$ cat src/iop_pkg.sv
// Package with register map, field layouts and reset values of the eight-pin port block.
package iop_pkg;

	localparam int NUM_PINS = 8;
	localparam int NUM_OE_LINES = 16;

	// Register byte offsets on the register bus.
	localparam logic [7:0] OFS_DATA = 8'h00;
	localparam logic [7:0] OFS_DM0 = 8'h04;
	localparam logic [7:0] OFS_DM1 = 8'h08;
	localparam logic [7:0] OFS_DM2 = 8'h0c;
	localparam logic [7:0] OFS_BYPASS = 8'h10;
	localparam logic [7:0] OFS_SLEW = 8'h14;
	localparam logic [7:0] OFS_INBUF_DIS = 8'h18;
	localparam logic [7:0] OFS_BIDIR_EN = 8'h1c;
	localparam logic [7:0] OFS_PIN_STATE = 8'h20;
	localparam logic [7:0] OFS_PORT_CTL = 8'h24;
	localparam logic [7:0] OFS_INT_STAT = 8'h28;
	localparam logic [7:0] OFS_INT_TYPE = 8'h2c;
	localparam logic [7:0] OFS_SIO_CFG = 8'h30;
	localparam logic [7:0] OFS_OE_SEL_LO = 8'h34;
	localparam logic [7:0] OFS_OE_SEL_HI = 8'h38;
	localparam logic [7:0] OFS_PIN_FORM = 8'h40;
	localparam logic [7:0] OFS_PIN_FORM_END = 8'h5c;

	// Pin-form register bit positions.
	localparam int PF_DATA = 0;
	localparam int PF_DM_LSB = 1;
	localparam int PF_STATE = 4;
	localparam int PF_SLEW = 5;
	localparam int PF_BYPASS = 6;
	localparam int PF_BIDIR = 7;

	// Port control bit positions.
	localparam int CTL_LVTTL = 0;
	localparam int CTL_HYST = 1;
	localparam int CTL_THR_LSB = 2;

	// Drive modes.
	localparam logic [2:0] DM_HIZ_ANALOG = 3'h0;
	localparam logic [2:0] DM_HIZ_DIGITAL = 3'h1;
	localparam logic [2:0] DM_RES_UP = 3'h2;
	localparam logic [2:0] DM_RES_DOWN = 3'h3;
	localparam logic [2:0] DM_OD_LOW = 3'h4;
	localparam logic [2:0] DM_OD_HIGH = 3'h5;
	localparam logic [2:0] DM_STRONG = 3'h6;
	localparam logic [2:0] DM_RES_BOTH = 3'h7;

	// Edge interrupt selections, two bits per pin.
	localparam logic [1:0] IT_NONE = 2'h0;
	localparam logic [1:0] IT_RISE = 2'h1;
	localparam logic [1:0] IT_FALL = 2'h2;
	localparam logic [1:0] IT_BOTH = 2'h3;

	localparam logic [1:0] RESP_OKAY = 2'h0;
	localparam logic [1:0] RESP_SLVERR = 2'h2;
	localparam logic [7:0] RST_BYTE = 8'h00;

endpackage : iop_pkg

$ cat src/iop_port.sv
// Eight-pin port: drive modes, bidirectional control, edge interrupts and register slave.
`timescale 1ns/1ps

// Behaviour
// - Each pin picks one of eight drive modes with three per-pin mode bits.
// - Driven value comes from the data bit, or the system signal when bypassed.
// - After reset every pin is analog high impedance, no driver, no input.
// - High impedance digital: driver off, input buffer on.
// - Resistive up/down: one state through resistor, other strong, input readable.
// - Resistive modes are unavailable on special pins in regulated output level.
// - Open drain modes: float one state, drive the other strongly, input readable.
// - Strong mode drives both states; reading input there is discouraged.
// - Combined resistive mode always drives through a resistor, up or down.
// - Port-form registers map each bit to the matching pin.
// - Per-pin register gathers eight port bits and stays consistent with port form.
// - Bidirectional pins switch between digital high-Z input and mode by enable.
// - Up to 16 output-enable lines routed, each to one or more pins.
// - Per-pin slew choice acts in strong and open drain modes only.
// - All eight pins feed one port interrupt unit with its own request.
// - Each pin selects rising, falling, both edges or no interrupt.
// - A configured edge sets the pin's status bit and raises the request.
// - Edge detection keeps working during sleep so a pin can wake the chip.
// - No level-sensitive pin interrupts are provided.
// - Port selects CMOS or LVTTL input thresholds for all its pins.
// - Each pin's input buffer can be disabled in any drive mode.
// - Each special pin selects supply-level or regulated high output.
// - All special pins share one port threshold: 0.5 or 0.4 supply, half or full reference.
// - Hysteresis can be enabled on special pin input buffers.
module iop_port
	import iop_pkg::*;
#(
	parameter int PINS = NUM_PINS,
	parameter int OE_LINES = NUM_OE_LINES,
	parameter bit SPECIAL_PINS = 1'b1
) (
	input wire logic aclk,
	input wire logic aresetn,
	input wire logic [7:0] s_axi_awaddr,
	input wire logic s_axi_awvalid,
	output logic s_axi_awready,
	input wire logic [31:0] s_axi_wdata,
	input wire logic [3:0] s_axi_wstrb,
	input wire logic s_axi_wvalid,
	output logic s_axi_wready,
	output logic [1:0] s_axi_bresp,
	output logic s_axi_bvalid,
	input wire logic s_axi_bready,
	input wire logic [7:0] s_axi_araddr,
	input wire logic s_axi_arvalid,
	output logic s_axi_arready,
	output logic [31:0] s_axi_rdata,
	output logic [1:0] s_axi_rresp,
	output logic s_axi_rvalid,
	input wire logic s_axi_rready,
	input wire logic [7:0] pin_in,
	output logic [7:0] pin_out,
	output logic [7:0] pin_strong_oe_n,
	output logic [7:0] pin_res_up,
	output logic [7:0] pin_res_down,
	output logic [7:0] pin_slow_slew,
	output logic [7:0] pin_inbuf_en,
	output logic [7:0] pin_vhigh_regulated,
	output logic pin_lvttl,
	output logic pin_hyst_en,
	output logic [1:0] pin_threshold_sel,
	input wire logic [7:0] sys_out,
	input wire logic [15:0] aux_oe,
	output logic [7:0] sys_in,
	output logic port_irq
);

	typedef struct packed {
		logic [7:0] data;
		logic [7:0] dm0;
		logic [7:0] dm1;
		logic [7:0] dm2;
		logic [7:0] bypass;
		logic [7:0] slew;
		logic [7:0] inbuf_dis;
		logic [7:0] bidir;
		logic [3:0] ctl;
		logic [7:0] int_stat;
		logic [15:0] int_type;
		logic [7:0] sio_reg;
		logic [31:0] oe_sel;
		logic [7:0] sync1;
		logic [7:0] sync2;
		logic [7:0] sync3;
		logic [7:0] pin_level;
		logic aw_held;
		logic [7:0] aw_addr;
		logic w_held;
		logic [31:0] w_data;
		logic [3:0] w_strb;
		logic bvalid;
		logic [1:0] bresp;
		logic rvalid;
		logic [31:0] rdata;
		logic [1:0] rresp;
	} iop_state_type;

	iop_state_type st;
	iop_state_type next_st;

	logic [7:0] drive_value;
	logic [2:0] eff_mode [8];
	logic [7:0] oe_line;
	logic [7:0] edge_hit;

	function automatic logic [7:0] merge_byte(input logic [7:0] old_v, input logic [7:0] new_v,
			input logic en);
		merge_byte = en ? new_v : old_v;
	endfunction : merge_byte

	function automatic logic [2:0] pin_mode(input iop_state_type s, input int p);
		pin_mode = {s.dm2[p], s.dm1[p], s.dm0[p]};
	endfunction : pin_mode

	// Per-pin output path.
	always_comb begin
		for (int p = 0; p < 8; p++) begin
			logic [2:0] m;
			logic resistive;
			m = pin_mode(st, p);
			resistive = 1'b0;
			oe_line[p] = aux_oe[st.oe_sel[4*p +: 4]];
			if (st.bidir[p] && !oe_line[p]) begin
				m = DM_HIZ_DIGITAL;
			end
			resistive = (m == DM_RES_UP) || (m == DM_RES_DOWN) || (m == DM_RES_BOTH);
			if (SPECIAL_PINS && st.sio_reg[p] && resistive) begin
				m = DM_HIZ_DIGITAL;
			end
			eff_mode[p] = m;
			drive_value[p] = st.bypass[p] ? sys_out[p] : st.data[p];
			pin_out[p] = drive_value[p];
			pin_strong_oe_n[p] = 1'b1;
			pin_res_up[p] = 1'b0;
			pin_res_down[p] = 1'b0;
			case (m)
				DM_RES_UP: begin
					pin_res_up[p] = drive_value[p];
					pin_strong_oe_n[p] = drive_value[p];
				end
				DM_RES_DOWN: begin
					pin_res_down[p] = !drive_value[p];
					pin_strong_oe_n[p] = !drive_value[p];
				end
				DM_OD_LOW: pin_strong_oe_n[p] = drive_value[p];
				DM_OD_HIGH: pin_strong_oe_n[p] = !drive_value[p];
				DM_STRONG: pin_strong_oe_n[p] = 1'b0;
				DM_RES_BOTH: begin
					pin_res_up[p] = drive_value[p];
					pin_res_down[p] = !drive_value[p];
				end
				default: pin_strong_oe_n[p] = 1'b1;
			endcase
			pin_slow_slew[p] = st.slew[p] && !resistive && (m >= DM_OD_LOW)
				&& (m != DM_RES_BOTH);
			pin_inbuf_en[p] = (m != DM_HIZ_ANALOG) && !st.inbuf_dis[p];
			pin_vhigh_regulated[p] = SPECIAL_PINS && st.sio_reg[p];
		end
	end

	assign pin_lvttl = st.ctl[CTL_LVTTL];
	assign pin_hyst_en = SPECIAL_PINS && st.ctl[CTL_HYST];
	assign pin_threshold_sel = st.ctl[CTL_THR_LSB +: 2];
	assign sys_in = st.pin_level;

	// Edge events from the filtered pin level; no clock gating, so sleep does not stop them.
	always_comb begin
		for (int p = 0; p < 8; p++) begin
			logic rise;
			logic fall;
			logic [1:0] t;
			rise = (st.sync2[p] == st.sync3[p]) && st.sync3[p] && !st.pin_level[p];
			fall = (st.sync2[p] == st.sync3[p]) && !st.sync3[p] && st.pin_level[p];
			t = st.int_type[2*p +: 2];
			edge_hit[p] = ((t == IT_RISE || t == IT_BOTH) && rise)
				|| ((t == IT_FALL || t == IT_BOTH) && fall);
		end
	end

	assign port_irq = |st.int_stat;

	assign s_axi_awready = !st.aw_held && !st.bvalid;
	assign s_axi_wready = !st.w_held && !st.bvalid;
	assign s_axi_arready = !st.rvalid;
	assign s_axi_bvalid = st.bvalid;
	assign s_axi_bresp = st.bresp;
	assign s_axi_rvalid = st.rvalid;
	assign s_axi_rdata = st.rdata;
	assign s_axi_rresp = st.rresp;

	always_comb begin
		logic do_wr;
		logic [7:0] wa;
		logic [7:0] wb;
		logic we;
		logic [7:0] ra;
		logic [31:0] rd;
		logic ok;
		logic [7:0] clr;
		int idx;
		next_st = st;
		do_wr = 1'b0;
		wa = 8'h00;
		wb = 8'h00;
		we = 1'b0;
		ra = 8'h00;
		rd = 32'h0000_0000;
		ok = 1'b1;
		clr = 8'h00;
		idx = 0;
		// Pin inputs: three stages, level updates once the last two agree.
		next_st.sync1 = pin_in & pin_inbuf_en;
		next_st.sync2 = st.sync1;
		next_st.sync3 = st.sync2;
		for (int p = 0; p < 8; p++) begin
			if (st.sync2[p] == st.sync3[p]) begin
				next_st.pin_level[p] = st.sync3[p];
			end
		end
		if (s_axi_awvalid && s_axi_awready) begin
			next_st.aw_held = 1'b1;
			next_st.aw_addr = s_axi_awaddr;
		end
		if (s_axi_wvalid && s_axi_wready) begin
			next_st.w_held = 1'b1;
			next_st.w_data = s_axi_wdata;
			next_st.w_strb = s_axi_wstrb;
		end
		if (st.aw_held && st.w_held) begin
			do_wr = 1'b1;
			wa = st.aw_addr;
			wb = st.w_data[7:0];
			we = st.w_strb[0];
			next_st.aw_held = 1'b0;
			next_st.w_held = 1'b0;
			next_st.bvalid = 1'b1;
			next_st.bresp = RESP_OKAY;
			case ({wa[7:2], 2'b00})
				OFS_DATA: next_st.data = merge_byte(st.data, wb, we);
				OFS_DM0: next_st.dm0 = merge_byte(st.dm0, wb, we);
				OFS_DM1: next_st.dm1 = merge_byte(st.dm1, wb, we);
				OFS_DM2: next_st.dm2 = merge_byte(st.dm2, wb, we);
				OFS_BYPASS: next_st.bypass = merge_byte(st.bypass, wb, we);
				OFS_SLEW: next_st.slew = merge_byte(st.slew, wb, we);
				OFS_INBUF_DIS: next_st.inbuf_dis = merge_byte(st.inbuf_dis, wb, we);
				OFS_BIDIR_EN: next_st.bidir = merge_byte(st.bidir, wb, we);
				OFS_PIN_STATE: ;
				OFS_PORT_CTL: if (we) next_st.ctl = wb[3:0];
				OFS_INT_STAT: if (we) clr = wb;
				OFS_INT_TYPE: begin
					if (st.w_strb[0]) next_st.int_type[7:0] = st.w_data[7:0];
					if (st.w_strb[1]) next_st.int_type[15:8] = st.w_data[15:8];
				end
				OFS_SIO_CFG: next_st.sio_reg = merge_byte(st.sio_reg, wb, we);
				OFS_OE_SEL_LO: begin
					for (int b = 0; b < 4; b++) begin
						if (st.w_strb[b]) next_st.oe_sel[8*b +: 8] = st.w_data[8*b +: 8];
					end
				end
				OFS_OE_SEL_HI: ;
				default: begin
					if (wa >= OFS_PIN_FORM && wa <= OFS_PIN_FORM_END) begin
						idx = int'(wa[4:2]);
						if (we) begin
							next_st.data[idx] = wb[PF_DATA];
							next_st.dm0[idx] = wb[PF_DM_LSB];
							next_st.dm1[idx] = wb[PF_DM_LSB + 1];
							next_st.dm2[idx] = wb[PF_DM_LSB + 2];
							next_st.slew[idx] = wb[PF_SLEW];
							next_st.bypass[idx] = wb[PF_BYPASS];
							next_st.bidir[idx] = wb[PF_BIDIR];
						end
					end else begin
						next_st.bresp = RESP_SLVERR;
					end
				end
			endcase
		end
		if (st.bvalid && s_axi_bready) begin
			next_st.bvalid = 1'b0;
		end
		if (s_axi_arvalid && s_axi_arready) begin
			ra = s_axi_araddr;
			case ({ra[7:2], 2'b00})
				OFS_DATA: rd = {24'h000000, st.data};
				OFS_DM0: rd = {24'h000000, st.dm0};
				OFS_DM1: rd = {24'h000000, st.dm1};
				OFS_DM2: rd = {24'h000000, st.dm2};
				OFS_BYPASS: rd = {24'h000000, st.bypass};
				OFS_SLEW: rd = {24'h000000, st.slew};
				OFS_INBUF_DIS: rd = {24'h000000, st.inbuf_dis};
				OFS_BIDIR_EN: rd = {24'h000000, st.bidir};
				OFS_PIN_STATE: rd = {24'h000000, st.pin_level};
				OFS_PORT_CTL: rd = {28'h0000000, st.ctl};
				OFS_INT_STAT: begin
					rd = {24'h000000, st.int_stat};
					clr = clr | st.int_stat;
				end
				OFS_INT_TYPE: rd = {16'h0000, st.int_type};
				OFS_SIO_CFG: rd = {24'h000000, st.sio_reg};
				OFS_OE_SEL_LO: rd = st.oe_sel;
				OFS_OE_SEL_HI: rd = 32'h0000_0000;
				default: begin
					if (ra >= OFS_PIN_FORM && ra <= OFS_PIN_FORM_END) begin
						idx = int'(ra[4:2]);
						rd = {24'h000000, st.bidir[idx], st.bypass[idx], st.slew[idx],
							st.pin_level[idx], st.dm2[idx], st.dm1[idx], st.dm0[idx],
							st.data[idx]};
					end else begin
						ok = 1'b0;
					end
				end
			endcase
			next_st.rvalid = 1'b1;
			next_st.rdata = rd;
			next_st.rresp = ok ? RESP_OKAY : RESP_SLVERR;
		end else if (st.rvalid && s_axi_rready) begin
			next_st.rvalid = 1'b0;
		end
		// A new edge wins over a clear in the same cycle.
		next_st.int_stat = (st.int_stat & ~clr) | edge_hit;
		if (!do_wr) begin
			wb = 8'h00;
		end
	end

	always_ff @(posedge aclk) begin
		if (!aresetn) begin
			st <= '0;
		end else begin
			st <= next_st;
		end
	end

	chk_reset_analog: assert property (@(posedge aclk)
		!aresetn |=> pin_inbuf_en == 8'h00 && pin_strong_oe_n == 8'hff)
		else $error("pins not analog after reset");
	chk_edge_sets: assert property (@(posedge aclk) disable iff (!aresetn)
		edge_hit[0] |=> st.int_stat[0]) else $error("edge did not set status");
	// Status must survive every cycle that carries neither an accepted read of any register nor held write data.
	chk_irq_follow: assert property (@(posedge aclk) disable iff (!aresetn)
		st.int_stat[0] && !st.w_held && !(s_axi_arvalid && s_axi_arready)
		|=> st.int_stat[0] && port_irq) else $error("status bit lost");
	chk_strong_drive: assert property (@(posedge aclk) disable iff (!aresetn)
		eff_mode[0] == DM_STRONG |-> !pin_strong_oe_n[0]) else $error("strong off");
	chk_od_low: assert property (@(posedge aclk) disable iff (!aresetn)
		eff_mode[1] == DM_OD_LOW |-> pin_strong_oe_n[1] == drive_value[1])
		else $error("open drain wrong");
	chk_res_up: assert property (@(posedge aclk) disable iff (!aresetn)
		eff_mode[1] == DM_RES_UP |-> !pin_res_down[1] && pin_res_up[1] == drive_value[1]
		&& pin_strong_oe_n[1] == drive_value[1]) else $error("pull-up mode wrong");
	chk_hiz_digital: assert property (@(posedge aclk) disable iff (!aresetn)
		eff_mode[2] == DM_HIZ_DIGITAL |-> pin_strong_oe_n[2] && !pin_res_up[2]
		&& !pin_res_down[2] && pin_inbuf_en[2] == !st.inbuf_dis[2])
		else $error("digital high impedance wrong");
	chk_res_both: assert property (@(posedge aclk) disable iff (!aresetn)
		eff_mode[7] == DM_RES_BOTH |-> pin_strong_oe_n[7] && pin_res_up[7] == drive_value[7]
		&& pin_res_down[7] == !drive_value[7]) else $error("combined pull wrong");
	chk_bidir_off: assert property (@(posedge aclk) disable iff (!aresetn)
		(st.bidir & ~oe_line) != 8'h00 |-> ((st.bidir & ~oe_line)
		& (~pin_strong_oe_n | pin_res_up | pin_res_down)) == 8'h00)
		else $error("bidir drives");
	chk_sio_nores: assert property (@(posedge aclk) disable iff (!aresetn)
		SPECIAL_PINS && st.sio_reg != 8'h00
		|-> (st.sio_reg & (pin_res_up | pin_res_down)) == 8'h00)
		else $error("resistive in regulated");
	chk_slew_res: assert property (@(posedge aclk) disable iff (!aresetn)
		eff_mode[4] == DM_RES_BOTH |-> !pin_slow_slew[4]) else $error("slew in res");
	chk_bypass_src: assert property (@(posedge aclk) disable iff (!aresetn)
		st.bypass != 8'h00 |-> ((pin_out ^ sys_out) & st.bypass) == 8'h00)
		else $error("bypass ignored");
	chk_inbuf_dis: assert property (@(posedge aclk) disable iff (!aresetn)
		st.inbuf_dis != 8'h00 |-> (st.inbuf_dis & pin_inbuf_en) == 8'h00)
		else $error("buffer not off");
	cov_irq: cover property (@(posedge aclk) disable iff (!aresetn) $rose(port_irq));
	cov_write: cover property (@(posedge aclk) disable iff (!aresetn) st.bvalid && s_axi_bready);
	cov_read: cover property (@(posedge aclk) disable iff (!aresetn) st.rvalid && s_axi_rready);
	cov_bidir_drive: cover property (@(posedge aclk) disable iff (!aresetn)
		(st.bidir & oe_line) != 8'h00);
	cov_regulated: cover property (@(posedge aclk) disable iff (!aresetn)
		(st.sio_reg & st.dm1) != 8'h00);

endmodule : iop_port

$ cat config.mk
export PLATFORM = sky130hd
export DESIGN_NAME = iop_port
export DESIGN_NICKNAME = d
export VERILOG_FILES = /design/src/iop_pkg.sv /design/src/iop_port.sv
export SDC_FILE = /design/constraint.sdc
export NUM_CORES = 1
export LEC_CHECK = 0
export CORE_MARGIN = 10
export CORE_UTILIZATION = 23
export DETAILED_ROUTE_END_ITERATION = 16
export DONT_BUFFER_PORTS = 1
export PLACE_DENSITY_LB_ADDON = 0.15
export SETUP_SLACK_MARGIN = 0.15
export SYNTH_ARGS = -nofsm -noshare
export SYNTH_HDL_FRONTEND = slang
export SYNTH_SLANG_ARGS = --single-unit
export TNS_END_PERCENT = 20
$ cat constraint.sdc
create_clock -name aclk -period 2.47 [get_ports aclk]
set_input_delay 0.247 -clock aclk [delete_from_list [all_inputs] [get_ports aclk]]
set_output_delay 0.247 -clock aclk [all_outputs]
set_load 0.01 [all_outputs]
* Word level (Yosys, flattened, before mapping)
Cells that the tools add are included.
** Storage, ports and cells
- Bits of input ports :: 91
- Flip-flop bits (word level) :: 248
- Word-level logic and storage cells :: 607
** Cells by class
- Bitwise gates (word level) :: 13
- Order comparisons :: 23
- Reductions and logical operators :: 277
- Mux-type cells :: 116
- Eq/ne operators :: 140
** Operators by type and width (number)
- $pmux 32 s15 :: 1
- $eq 3x3->1 const B :: 40
- $pmux 8 s2 :: 7
- $logic_and 1x1->1 :: 107
- $reduce_or 14->1 :: 7
- $eq 3x2->1 const B :: 32
- $mux 48 :: 2
- $eq 6x4->1 const B :: 14
- $mux 8 :: 9
- $reduce_or 2->1 :: 34
- $bwmux 8 :: 7
- $logic_not 1->1 :: 52
- $eq 6x3->1 const B :: 8
- $mux 3 :: 16
- $mux 1 :: 46
- $logic_or 1x1->1 :: 40
- $lt 4x5->1 const B :: 8
- $bmux 1 s4 :: 8
- $eq 2x2->1 const B :: 16
- $reduce_or 15->1 :: 2
- $reduce_and 4->1 :: 7
- $reduce_and 3->1 :: 9
- $bmux 1 s3 :: 8
- $eq 6x2->1 const B :: 4
- other kinds (20) :: 85

* Depth between registers and ports, before layout
Gate-level depths: netlist of the first run.
- Depth after elaboration :: 13
- Gate-level depth with buffers :: 9

* Worst setup path before layout of the first run
Ideal clock, no wire load.
- Path type :: register -> output
- Start point :: register st[116] (netlist name)
- End point :: output pin_res_down[0]
- Required time :: 2223 ps
- Path slack :: 184 ps
- Arrival time :: 2039 ps
- Cell stages (with the launch flop) :: 7
- Cell sequence :: dfxtp_1 -> clkbuf_1 -> mux4_2 -> mux4_2 -> nor2b_1 -> nor3b_1 -> and3_1
** Between the ends
- Cells in the longest elaborated chain, start to end :: 13
- Elaborated cells on any way between the ends :: 16
- Classes of those cells :: eq/ne (5); mux (5); reduce/logical (6)
** Ends and longest elaborated chain
- start: declaration :: RTL line iop_port.sv:102 : iop_state_type st;
- start signal: assignment :: RTL line iop_port.sv:335 : st <= next_st;
- $bmux 1 s4 * :: RTL line iop_port.sv:126 : oe_line[p] = aux_oe[st.oe_sel[4*p +: 4]];
- $mux 1 (not written as such) * :: RTL line iop_port.sv:126
- $logic_not 1->1 * :: RTL line iop_port.sv:127 : if (st.bidir[p] && !oe_line[p]) begin
- $logic_and 1x1->1 * :: RTL line iop_port.sv:127
- $mux 3 * :: RTL line iop_port.sv:127
- $eq 3x2->1 :: RTL line iop_port.sv:130 : resistive = (m == DM_RES_UP) || (m == DM_RES_DOWN) || (m == DM_RES_BOTH);
- $logic_or 1x1->1 (2 in a row) :: RTL line iop_port.sv:130
- $logic_and 1x1->1 :: RTL line iop_port.sv:131 : if (SPECIAL_PINS && st.sio_reg[p] && resistive) begin
- $mux 3 * :: RTL line iop_port.sv:131
- $eq 3x3->1 / $eq 3x2->1 (equally long branches) :: RTL line iop_port.sv:140 : case (m)
- $reduce_or 2->1 (no line) *
- $mux 1 *
- end: declaration :: RTL line iop_port.sv:59 : output logic [7:0] pin_res_down,
Every way passes the cells marked *; elsewhere a longest branch is shown, timed or not. The select of a mux whose other input is x is not followed.

* Worst setup path after layout of the first run
- Start point :: register st[128] (netlist name)
- End point :: output pin_inbuf_en[3]
** Between the ends
- Cells in the longest elaborated chain, start to end :: 12
- Elaborated cells on any way between the ends :: 14
- Classes of those cells :: eq/ne (3); mux (4); reduce/logical (7)
** Ends and longest elaborated chain
- $bmux 1 s4 * :: RTL line iop_port.sv:126
- $mux 1 (not written as such) * :: RTL line iop_port.sv:126
- $logic_not 1->1 * :: RTL line iop_port.sv:127
- $logic_and 1x1->1 * :: RTL line iop_port.sv:127
- $mux 3 * :: RTL line iop_port.sv:127
- $eq 3x2->1 :: RTL line iop_port.sv:130
- $logic_or 1x1->1 (2 in a row) :: RTL line iop_port.sv:130
- $logic_and 1x1->1 :: RTL line iop_port.sv:131
- $mux 3 * :: RTL line iop_port.sv:131
- $reduce_bool 3->1 * :: RTL line iop_port.sv:160 : pin_inbuf_en[p] = (m != DM_HIZ_ANALOG) && !st.inbuf_dis[p];
- $logic_and 1x1->1 * :: RTL line iop_port.sv:160
- end: declaration :: RTL line iop_port.sv:61 : output logic [7:0] pin_inbuf_en,
Marked as above.

==> flow_metrics.env, run 1 <==
export IMPL_status="finished with violations"
export IMPL_violations="negative setup slack"
export IMPL_core_mm2=0.06002
export IMPL_hold_viol_final=0
export IMPL_drtAntennaViolNets=0
export IMPL_avgSynthCellArea_um2=8.519
export IMPL_path_cells="mux4_2 > mux4_2 > nor2b_2 > buf_6 > nor4_2 > nor2_2"
export IMPL_worst_slack_ps=-388.2
export IMPL_gr_usage_met1_pct=22.80
export IMPL_gp_congestion=0.8474
export IMPL_layout_common_cells="236 x dfxtp_1, 229 x nand2_1, 155 x nor2_1"
export IMPL_clock_path_buffers=3
export IMPL_final_seq_area_mm2=0.004960
export IMPL_path_buf_inv=1
export IMPL_max_slew_worst_pin_slew_ps=976.4
export IMPL_clock_sinks=246
export IMPL_area_growth_synth_to_final_pct=22.53
export IMPL_antenna_found_initial=2
export IMPL_cp_slowest_cell="mux4_2"
export IMPL_dr_total_vias=12940
export IMPL_antenna_cells=0
export IMPL_track_usage_pct=17.71
export IMPL_cts_htree_levels=2
export IMPL_nNetsFinal=1765
export IMPL_async_flop_share_pct=0
export IMPL_cp_start_kind="flip-flop"
export IMPL_dp_final_hpwl_mm=47.03
export IMPL_setup_viol=36
export IMPL_slew_viol_final=0
export IMPL_crit_type="reg -> out"
export IMPL_seq_area_frac_synth_pct=35.47
export IMPL_fin_hold_ws_ps=52.20
export IMPL_start_util_pct=23.14
export IMPL_synthCells=1630
export IMPL_synth_edf_count=0
export IMPL_fin_setup_tns_ps=-8250
export IMPL_clk_latency_ps=550
export IMPL_grt_met2_usage_pct=28.16
export IMPL_maxSlewHeadroom_pct=34.81
export IMPL_crit_top_cell="mux4_2"
export IMPL_ir_worst_vdd_uv=351.9
export IMPL_ys_seq_elements=246
export IMPL_grt_max_degree=149
export IMPL_numCtsBuffers=35
export IMPL_drive_gt1_share_pct=20.94
export IMPL_period_share_pct=115.7
export IMPL_crit_family="multiplexers"
export IMPL_place_inst=2342
export IMPL_drv_cap=0
export IMPL_mostFrequentLayoutCell="dfxtp_1"
export IMPL_grt_pass1_wl_mm=92.85
export IMPL_p_per_area_mw_per_mm2=590.2
export IMPL_wl_per_cell_um=26.13
export IMPL_multi_input_area_mm2=0.008297
export IMPL_cp_max_fo=5
export IMPL_clockRootBuffer="clkbuf_16"
export IMPL_place_ws_ps=-131.8
export IMPL_rsz0062_at_grt="yes"
export IMPL_io_buffers=0
export IMPL_worstHoldPathType="in -> reg"
export IMPL_use_met3_pct=5.831
export IMPL_arrival_ps=2610
export IMPL_cts_tree="done"
export IMPL_busiest_layer="met2"
export IMPL_clk_pin_slew_ps=60
export IMPL_drt_total_wl_mm=64.35
export IMPL_vias_per_cell=5.253
export IMPL_die_x_um=265.7
export IMPL_yosys_warnings=0
export IMPL_grt_overflow=0
export IMPL_slowest_delay_ps=590
export IMPL_end_kind="output port"
export IMPL_ys_types=71
export IMPL_initialDrtViolationCount=1156
export IMPL_num_io_pins=201
export IMPL_dieHeight_um=265.7
export IMPL_first_pass_iters=5
export IMPL_ys_flop_type="dfxtp_1"
export IMPL_drc_errors=0
export IMPL_die_area_mm2=0.07060
export IMPL_grt_pass1_vias=12780
export IMPL_fin_skew_ps=23.53
export IMPL_post_synth_instance_area_mm2=0.01389
export IMPL_instances_no_fill=2463
export IMPL_final_util_pct=28.35
export IMPL_crit_required_ps=2220
export IMPL_nFillCells=6428
export IMPL_max_freq_mhz=349.9
export IMPL_rows=90
export IMPL_p_leak_nw=5.691
export IMPL_period_minus_slack_ps=2858
area by class of cell:
| type | count | area share, % |
|---|---|---|
| flip-flops and latches | 246 | 29.15 |
| clock inverters | 12 | 0.8310 |
| multi-input cells | 1163 | 48.76 |
| inverters | 38 | 0.8678 |
| clock buffers | 48 | 5.729 |
| well taps | 782 | 5.751 |
| repair buffers | 174 | 8.906 |
cells by family (layout without fill, tap and decap cells):
family          count (synthesis)  count (layout)  synth area share, %
compound gates                409             409                19.71
xor+xnor                        9               9               0.5677
fa+ha+maj                      16              16                1.442
buf+inv                       222             272                7.713
flops                         246             246                35.47
mux                           141             141                15.68
other cells                     1               2              0.02701
simple gates                  586             586                19.40
stage by stage:
stage | power (mW) | area [um2]
after global placement | 5.023 | 14860
final | 10.04 | 17010
after global routing | 10.40 | 17010
after detailed placement | 5.028 | 14860
after floorplan | 4.752 | 13890
after CTS | 10.17 | 16880
cell usage after synthesis, types with 12 or more instances:
cell	instances	area [um2]
a211oi_1	39	292.8
a21oi_1	155	775.7
a221oi_1	21	183.9
a22oi_1	42	315.3
and3_1	29	181.4
buf_2	15	75.07
buf_4	54	405.4
clkbuf_1	102	382.9
dfxtp_1	246	4925
ha_1	16	200.2
inv_1	38	142.6
mux2_2	22	247.7
mux2i_1	60	600.6
mux4_2	59	1329
nand2_1	229	859.6
nand2b_1	17	106.4
nand3_1	63	315.3
nor2_1	158	593.1
nor3_1	19	95.09
nor4_1	12	75.07
o21ai_0	39	195.2
per-layer routing:
metal,part of all wire [%],vias up
met5,0.033,-
met2,45,529
met4,1.8,4
met3,9.7,70
li1,-,5901
met1,43,6434
registers in the layout, summed over array words and instances (netlist names):
register / count
st: 174
s_axi_rdata: 32
next_st: 16
pin_vhigh_regulated: 8
sys_in: 8
pin_threshold_sel: 2
pin_hyst_en: 1
pin_lvttl: 1
s_axi_bresp: 1
s_axi_bvalid: 1
s_axi_rresp: 1
s_axi_rvalid: 1
tightest hold or removal path: stages:
cell and delay, ps:
buf_12 150, nand2_1 80, nor2_1 40
worst paths after layout:
check / start / endpoint / slack (ps) / cells past startpoint
setup / recovery: st[128] / pin_inbuf_en[3] / -390 / 6
hold / removal: aresetn / st[212] / 50 / 3
setup reg to reg: st[128] / next_st[103] / 160 / 7
hold reg to reg: next_st[107] / next_st[99] / 430 / 1
power breakdown:
group,switching (mW),internal (mW)
registers,0.110,4.03
logic,0.560,0.333
clock network,2.02,2.99
total,2.69,7.35
timing repair:
action / 4_1_cts / 5_1_grt
endpoints found under the setup margin: 46 / 59
pin swaps: 14 / 7
setup buffers: 3 / 1
gates resized for setup: 75 / 23
endpoints found under the hold margin: 74 / 0
hold buffers: 57 / 0
(Power assumes the default switching activity.)
==> run 2: changes to the inputs <==
CELL_PAD_IN_SITES_DETAIL_PLACEMENT = 0   (was unset)
CELL_PAD_IN_SITES_GLOBAL_PLACEMENT = 1   (was unset)
==> run 2 against run 1 <==
Against the previous run:
- the flow still finishes with violations (negative setup slack)
- count of clock-buffer cells in the layout increased by 4
- largest cell class unchanged
- total power increased by 3.4%
- sequential share of layout area shrank 0.38 points
- wire length is 4.2% higher
- sequential power is essentially flat
- critical path type unchanged
- register-to-register slack barely moved
==> flow_metrics.env, run 2 (synthesized netlist as in run 1, its figures left out) <==
export IMPL_die_area_mm2=0.07060
export IMPL_rsz0062_at_grt="yes"
export IMPL_total_power_mw=10.38
export IMPL_grt_max_degree=221
export IMPL_multi_input_area_mm2=0.008272
export IMPL_crit_required_ps=2220
export IMPL_gp_congestion=0.8403
export IMPL_period_share_pct=117.0
export IMPL_endpoint="pin_inbuf_en[4]"
export IMPL_num_io_pins=201
export IMPL_dr_total_vias=12960
export IMPL_arrival_ps=2640
export IMPL_p_per_area_mw_per_mm2=601.3
export IMPL_fin_skew_ps=27.09
export IMPL_cts_tree="done"
export IMPL_end_kind="output port"
export IMPL_layout_common_cells="233 x dfxtp_1, 229 x nand2_1, 155 x nor2_1"
export IMPL_cp_max_fo=6
export IMPL_max_flop_register="st"
export IMPL_final_util_pct=28.77
export IMPL_status="finished with violations"
export IMPL_ir_worst_vdd_uv=433.7
export IMPL_drtAntennaViolNets=0
export IMPL_ff2ff_setup_slack_ps=170
export IMPL_core_mm2=0.06002
export IMPL_start_util_pct=23.14
export IMPL_max_freq_mhz=346.0
export IMPL_antenna_found_initial=2
export IMPL_clock_path_buffers=3
export IMPL_numCtsBuffers=36
export IMPL_nFillCells=6452
export IMPL_rr_endpoint="next_st[104]"
export IMPL_area_growth_synth_to_final_pct=24.36
export IMPL_whs_path_depth=2
export IMPL_io_buffers=0
export IMPL_clockRootBuffer="clkbuf_16"
export IMPL_initialDrtViolationCount=1183
export IMPL_period_minus_slack_ps=2890
export IMPL_final_seq_area_mm2=0.004969
export IMPL_grt_overflow=0
export IMPL_first_pass_iters=5
export IMPL_r2r_start="st[132]"
export IMPL_slew_viol_final=0
export IMPL_setup_viol=36
export IMPL_maxSlewHeadroom_pct=28.61
export IMPL_clock_sinks=246
export IMPL_crit_type="reg -> out"
export IMPL_max_slew_worst_pin_slew_ps=1071
export IMPL_cts_htree_levels=2
export IMPL_hold_viol_final=0
export IMPL_cp_slowest_cell="mux4_2"
export IMPL_worst_slack_ps=-420.3
export IMPL_drc_errors=0
export IMPL_worstSetupStartpoint="st[132]"
export IMPL_drive_gt1_share_pct=22.14
export IMPL_cp_start_kind="flip-flop"
export IMPL_slowest_delay_ps=580
export IMPL_clk_pin_slew_ps=60
export IMPL_drv_cap=0
export IMPL_path_cells="mux4_2 > mux4_2 > nor2b_2 > buf_6 > nor4_1 > nor2_1 > buf_4"
export IMPL_rr_worst_depth=8
export IMPL_die_x_um=265.7
export IMPL_crit_top_cell="mux4_2"
export IMPL_clk_latency_ps=570
export IMPL_grt_pass1_vias=12930
export IMPL_track_usage_pct=18.51
export IMPL_drt_total_wl_mm=67.08
export IMPL_nNetsFinal=1783
export IMPL_wl_per_cell_um=26.97
export IMPL_grt_pass1_wl_mm=96.34
export IMPL_mostFrequentLayoutCell="dfxtp_1"
export IMPL_rows=90
export IMPL_vias_per_cell=5.211
export IMPL_dieHeight_um=265.7
export IMPL_dp_final_hpwl_mm=48.98
export IMPL_violations="negative setup slack"
export IMPL_worstHoldPathType="in -> reg"
export IMPL_largest_reg_flops=174
export IMPL_p_leak_nw=5.863
## run 2: worst min-delay path by stage
stage | from | end | slack [ps]
detailed placement | aresetn | next_st[94] | 380
global route | aresetn | s_axi_rdata[4] | 30
floorplan | s_axi_wdata[16] | st[58] | 380
finish | aresetn | s_axi_rdata[4] | 40
global placement | aresetn | next_st[94] | 380
CTS | aresetn | s_axi_rdata[4] | 10
## run 2: critical path: cells and delay by family, from the launching register on
kind          cells  cell delay [ps]
buf+inv           2              280
flops             1              390
simple gates      3              350
mux               2             1070
## run 2: layout make-up
type                       count  area share, %
antenna                        2        0.02898
clock buffer                  52          6.275
clock inverter                13         0.7753
inverter                      38         0.8550
multi-input combinational   1163          47.90
sequential                   246          28.77
tap                          782          5.666
timing repair buffer         191          9.724
## run 2: layer usage
metal | up-vias | wire length (um) | GRT usage, % | share of wire, %
li1 | 5942 | - | - | -
met3 | 80 | 5901 | 5.822 | 8.8
met2 | 459 | 29870 | 28.96 | 45
met5 | - | 9 | 0 | 0.013
met1 | 6476 | 29540 | 23.89 | 44
met4 | 2 | 1759 | 5.791 | 2.6
## run 2: per-stage QoR
step | hold WS, ps | instances | instance area, um2 | TNS [ps] | setup WS, ps
2_1_floorplan | 383.0 | 1631 | 13890 | 0 | 183.8
3_3_place_gp | 382.4 | 2355 | 14970 | -747.6 | -101.5
3_5_place_dp | 381.3 | 2355 | 14970 | -1591 | -207.7
4_1_cts | 9.568 | 2477 | 17070 | -9880 | -444.7
5_1_grt | 25.07 | 2485 | 17260 | -12420 | -506.4
6_report | 42.05 | 2487 | 17270 | -9639 | -420.3
## run 2: timing repair
item	4_1_cts	5_1_grt
hold buffers	57	0
cloned	0	0
pin swaps	13	9
buffers inserted	0	8
endpoints found under the setup margin	50	65
gates resized for setup	80	24
endpoints found under the hold margin	74	0
## run 2: where the power goes
part / total [mW] / switching (mW) / internal [mW]
Clock: 5.33 / 2.07 / 3.26
Sequential: 4.14 / 0.104 / 4.03
Combinational: 0.913 / 0.573 / 0.339
==> run 3: changes to the inputs <==
==> constraint.sdc (replaced) <==
create_clock -name aclk -period 2.47 [get_ports aclk]
set_input_delay 0.3705 -clock aclk [delete_from_list [all_inputs] [get_ports aclk]]
set_output_delay 0.3705 -clock aclk [all_outputs]
set_load 0.01 [all_outputs]
==> run 3 against run 2 <==
Against the previous run:
- the flow still finishes with violations (negative setup slack)
- sequential share of layout area rose by 0.24 points
- hold slack got worse by 18 ps
- wire length fell by 0.92%
- global-route usage fell by 0.22 points
- total power fell by 3.2%
- clock power fell by 6.0%
- sequential power barely moved
- combinational power fell by 2.6%
- flip-flop and latch count did not move
==> flow_metrics.env, run 3 (synthesized netlist as in run 1, its figures left out) <==
export IMPL_largest_reg_flops=174
export IMPL_nNetsFinal=1778
export IMPL_rr_endpoint="next_st[100]"
export IMPL_clock_sinks=246
export IMPL_design_area_mm2=0.01709
export IMPL_clk_latency_ps=540
export IMPL_grt_overflow=0
export IMPL_period_minus_slack_ps=2998
export IMPL_num_io_pins=201
export IMPL_period_share_pct=121.4
export IMPL_slew_viol_final=0
export IMPL_p_per_area_mw_per_mm2=588.0
export IMPL_rsz0062_at_grt="yes"
export IMPL_rows=90
export IMPL_grt_pass1_wl_mm=95.65
export IMPL_grt_max_degree=182
export IMPL_crit_family="multiplexers"
export IMPL_cts_htree_levels=2
export IMPL_fin_skew_ps=11.18
export IMPL_hold_end="st[66]"
export IMPL_dr_total_vias=12950
export IMPL_worstHoldPathType="in -> reg"
export IMPL_dieHeight_um=265.7
export IMPL_first_pass_iters=6
export IMPL_ff2ff_setup_slack_ps=160
export IMPL_place_ws_ps=-361.2
export IMPL_slowest_delay_ps=590
export IMPL_use_met3_pct=4.549
export IMPL_drtAntennaViolNets=0
export IMPL_busiest_layer="met2"
export IMPL_cp_slowest_cell="mux4_2"
export IMPL_cp_max_fo=5
export IMPL_initialDrtViolationCount=807
export IMPL_die_area_mm2=0.07060
export IMPL_total_power_mw=10.05
export IMPL_path_cells="mux4_2 > mux4_2 > nor2b_4 > buf_6 > nor4_2 > nor2_1 > buf_4"
export IMPL_crit_top_cell="mux4_2"
export IMPL_gp_congestion=0.8358
export IMPL_grt_met2_usage_pct=29.31
export IMPL_path_buf_inv=2
export IMPL_setup_viol=39
export IMPL_grt_pass1_vias=12860
export IMPL_gr_usage_met1_pct=24.63
export IMPL_max_freq_mhz=333.6
export IMPL_drv_cap=0
export IMPL_antenna_found_initial=1
export IMPL_ir_worst_vdd_uv=372.1
export IMPL_track_usage_pct=18.29
export IMPL_dpl_instance_area_mm2=0.01502
export IMPL_clockRootBuffer="clkbuf_16"
export IMPL_path_depth=7
export IMPL_drive_gt1_share_pct=20.96
export IMPL_io_buffers=0
export IMPL_max_flop_register="st"
export IMPL_maxSlewHeadroom_pct=33.85
export IMPL_whs_path_depth=2
export IMPL_rr_worst_depth=8
export IMPL_die_x_um=265.7
export IMPL_drt_total_wl_mm=66.47
export IMPL_hold_viol_final=0
export IMPL_end_kind="output port"
export IMPL_r2r_start="st[116]"
export IMPL_fin_hold_ws_ps=23.74
export IMPL_vias_per_cell=5.228
export IMPL_clk_pin_slew_ps=60
export IMPL_dp_final_hpwl_mm=48.62
export IMPL_layout_common_cells="236 x dfxtp_1, 229 x nand2_1, 158 x nor2_1"
export IMPL_wl_per_cell_um=26.82
export IMPL_start_util_pct=23.14
export IMPL_violations="negative setup slack"
export IMPL_worstHoldStart="s_axi_wdata[24]"
export IMPL_core_mm2=0.06002
export IMPL_worst_slack_ps=-528.0
export IMPL_status="finished with violations"
export IMPL_numCtsBuffers=34
export IMPL_crit_required_ps=2100
export IMPL_cts_tree="done"
export IMPL_area_growth_synth_to_final_pct=23.06
export IMPL_drc_errors=0
export IMPL_max_slew_worst_pin_slew_ps=991.0
export IMPL_arrival_ps=2630
export IMPL_crit_type="reg -> out"
export IMPL_fin_setup_tns_ps=-14230
export IMPL_cp_start_kind="flip-flop"
export IMPL_p_leak_nw=5.794
export IMPL_mostFrequentLayoutCell="dfxtp_1"
export IMPL_clock_path_buffers=3
[run 3: cell types whose count changed in the layout (fill, tap and decap cells not counted), sizes merged]
cell | previous run | this run
clkinvlp | 3 | 0
dlygate4sd3 | 56 | 54
inv | 38 | 39
buf | 135 | 134
clkinv | 8 | 4
[run 3: worst reg2reg max path: cells and delay by family, from the launching register on]
family,cells,cell delay (ps)
muxes,2,1090
and+or+nand+nor,4,510
DFF,1,390
buffers and inverters,2,260
[run 3: worst max-delay path by stage]
| stage | endpoint | slack, ps | start |
|---|---|---|---|
| floorplan | pin_res_down[1] | 60 | st[120] |
| global placement | pin_res_down[3] | -300 | st[128] |
| detailed placement | pin_inbuf_en[3] | -360 | st[128] |
| CTS | pin_inbuf_en[3] | -560 | st[128] |
| global route | pin_inbuf_en[0] | -640 | st[116] |
| finish | pin_inbuf_en[0] | -530 | st[116] |
[run 3: final cells by class]
| class | instances | area (um2) |
|---|---|---|
| Clock inverter | 7 | 88.84 |
| Antenna cell | 2 | 5.005 |
| Inverter | 38 | 147.6 |
| Timing Repair Buffer | 188 | 1675 |
| Multi-Input combinational cell | 1163 | 8215 |
| Sequential cell | 246 | 4957 |
| Fill cell | 6453 | 42930 |
| Clock buffer | 52 | 1020 |
| Tap cell | 782 | 978.4 |
[run 3: routing by layer]
metal  wire (um)  up-vias
met4         970        2
met3        5206       69
met2       30290      473
met1       29990     6482
li1            -     5928
met5           9        -
[run 3: metrics by stage]
step / std cells / utilization [%]
after floorplan: 1631 / -
after global placement: 2359 / 25.03
after detailed placement: 2359 / 25.03
after CTS: 2473 / 28.19
after global routing: 2476 / 28.46
final: 2478 / 28.47
[run 3: report_power, final]
| part | internal (mW) | leakage, nW | switching [mW] |
|---|---|---|---|
| Clock | 3.05 | 0.548 | 1.97 |
| Sequential | 4.03 | 2.00 | 0.111 |
| Combinational | 0.329 | 3.25 | 0.559 |
[run 3: repair_timing]
action                                  CTS  global route
cloned                                    0             0
endpoints found under the setup margin   46            69
resized for setup                        61            27
setup buffers                             0             3
hold endpoints to repair                 71             0
pin swaps                                11             8
hold buffers                             55             0
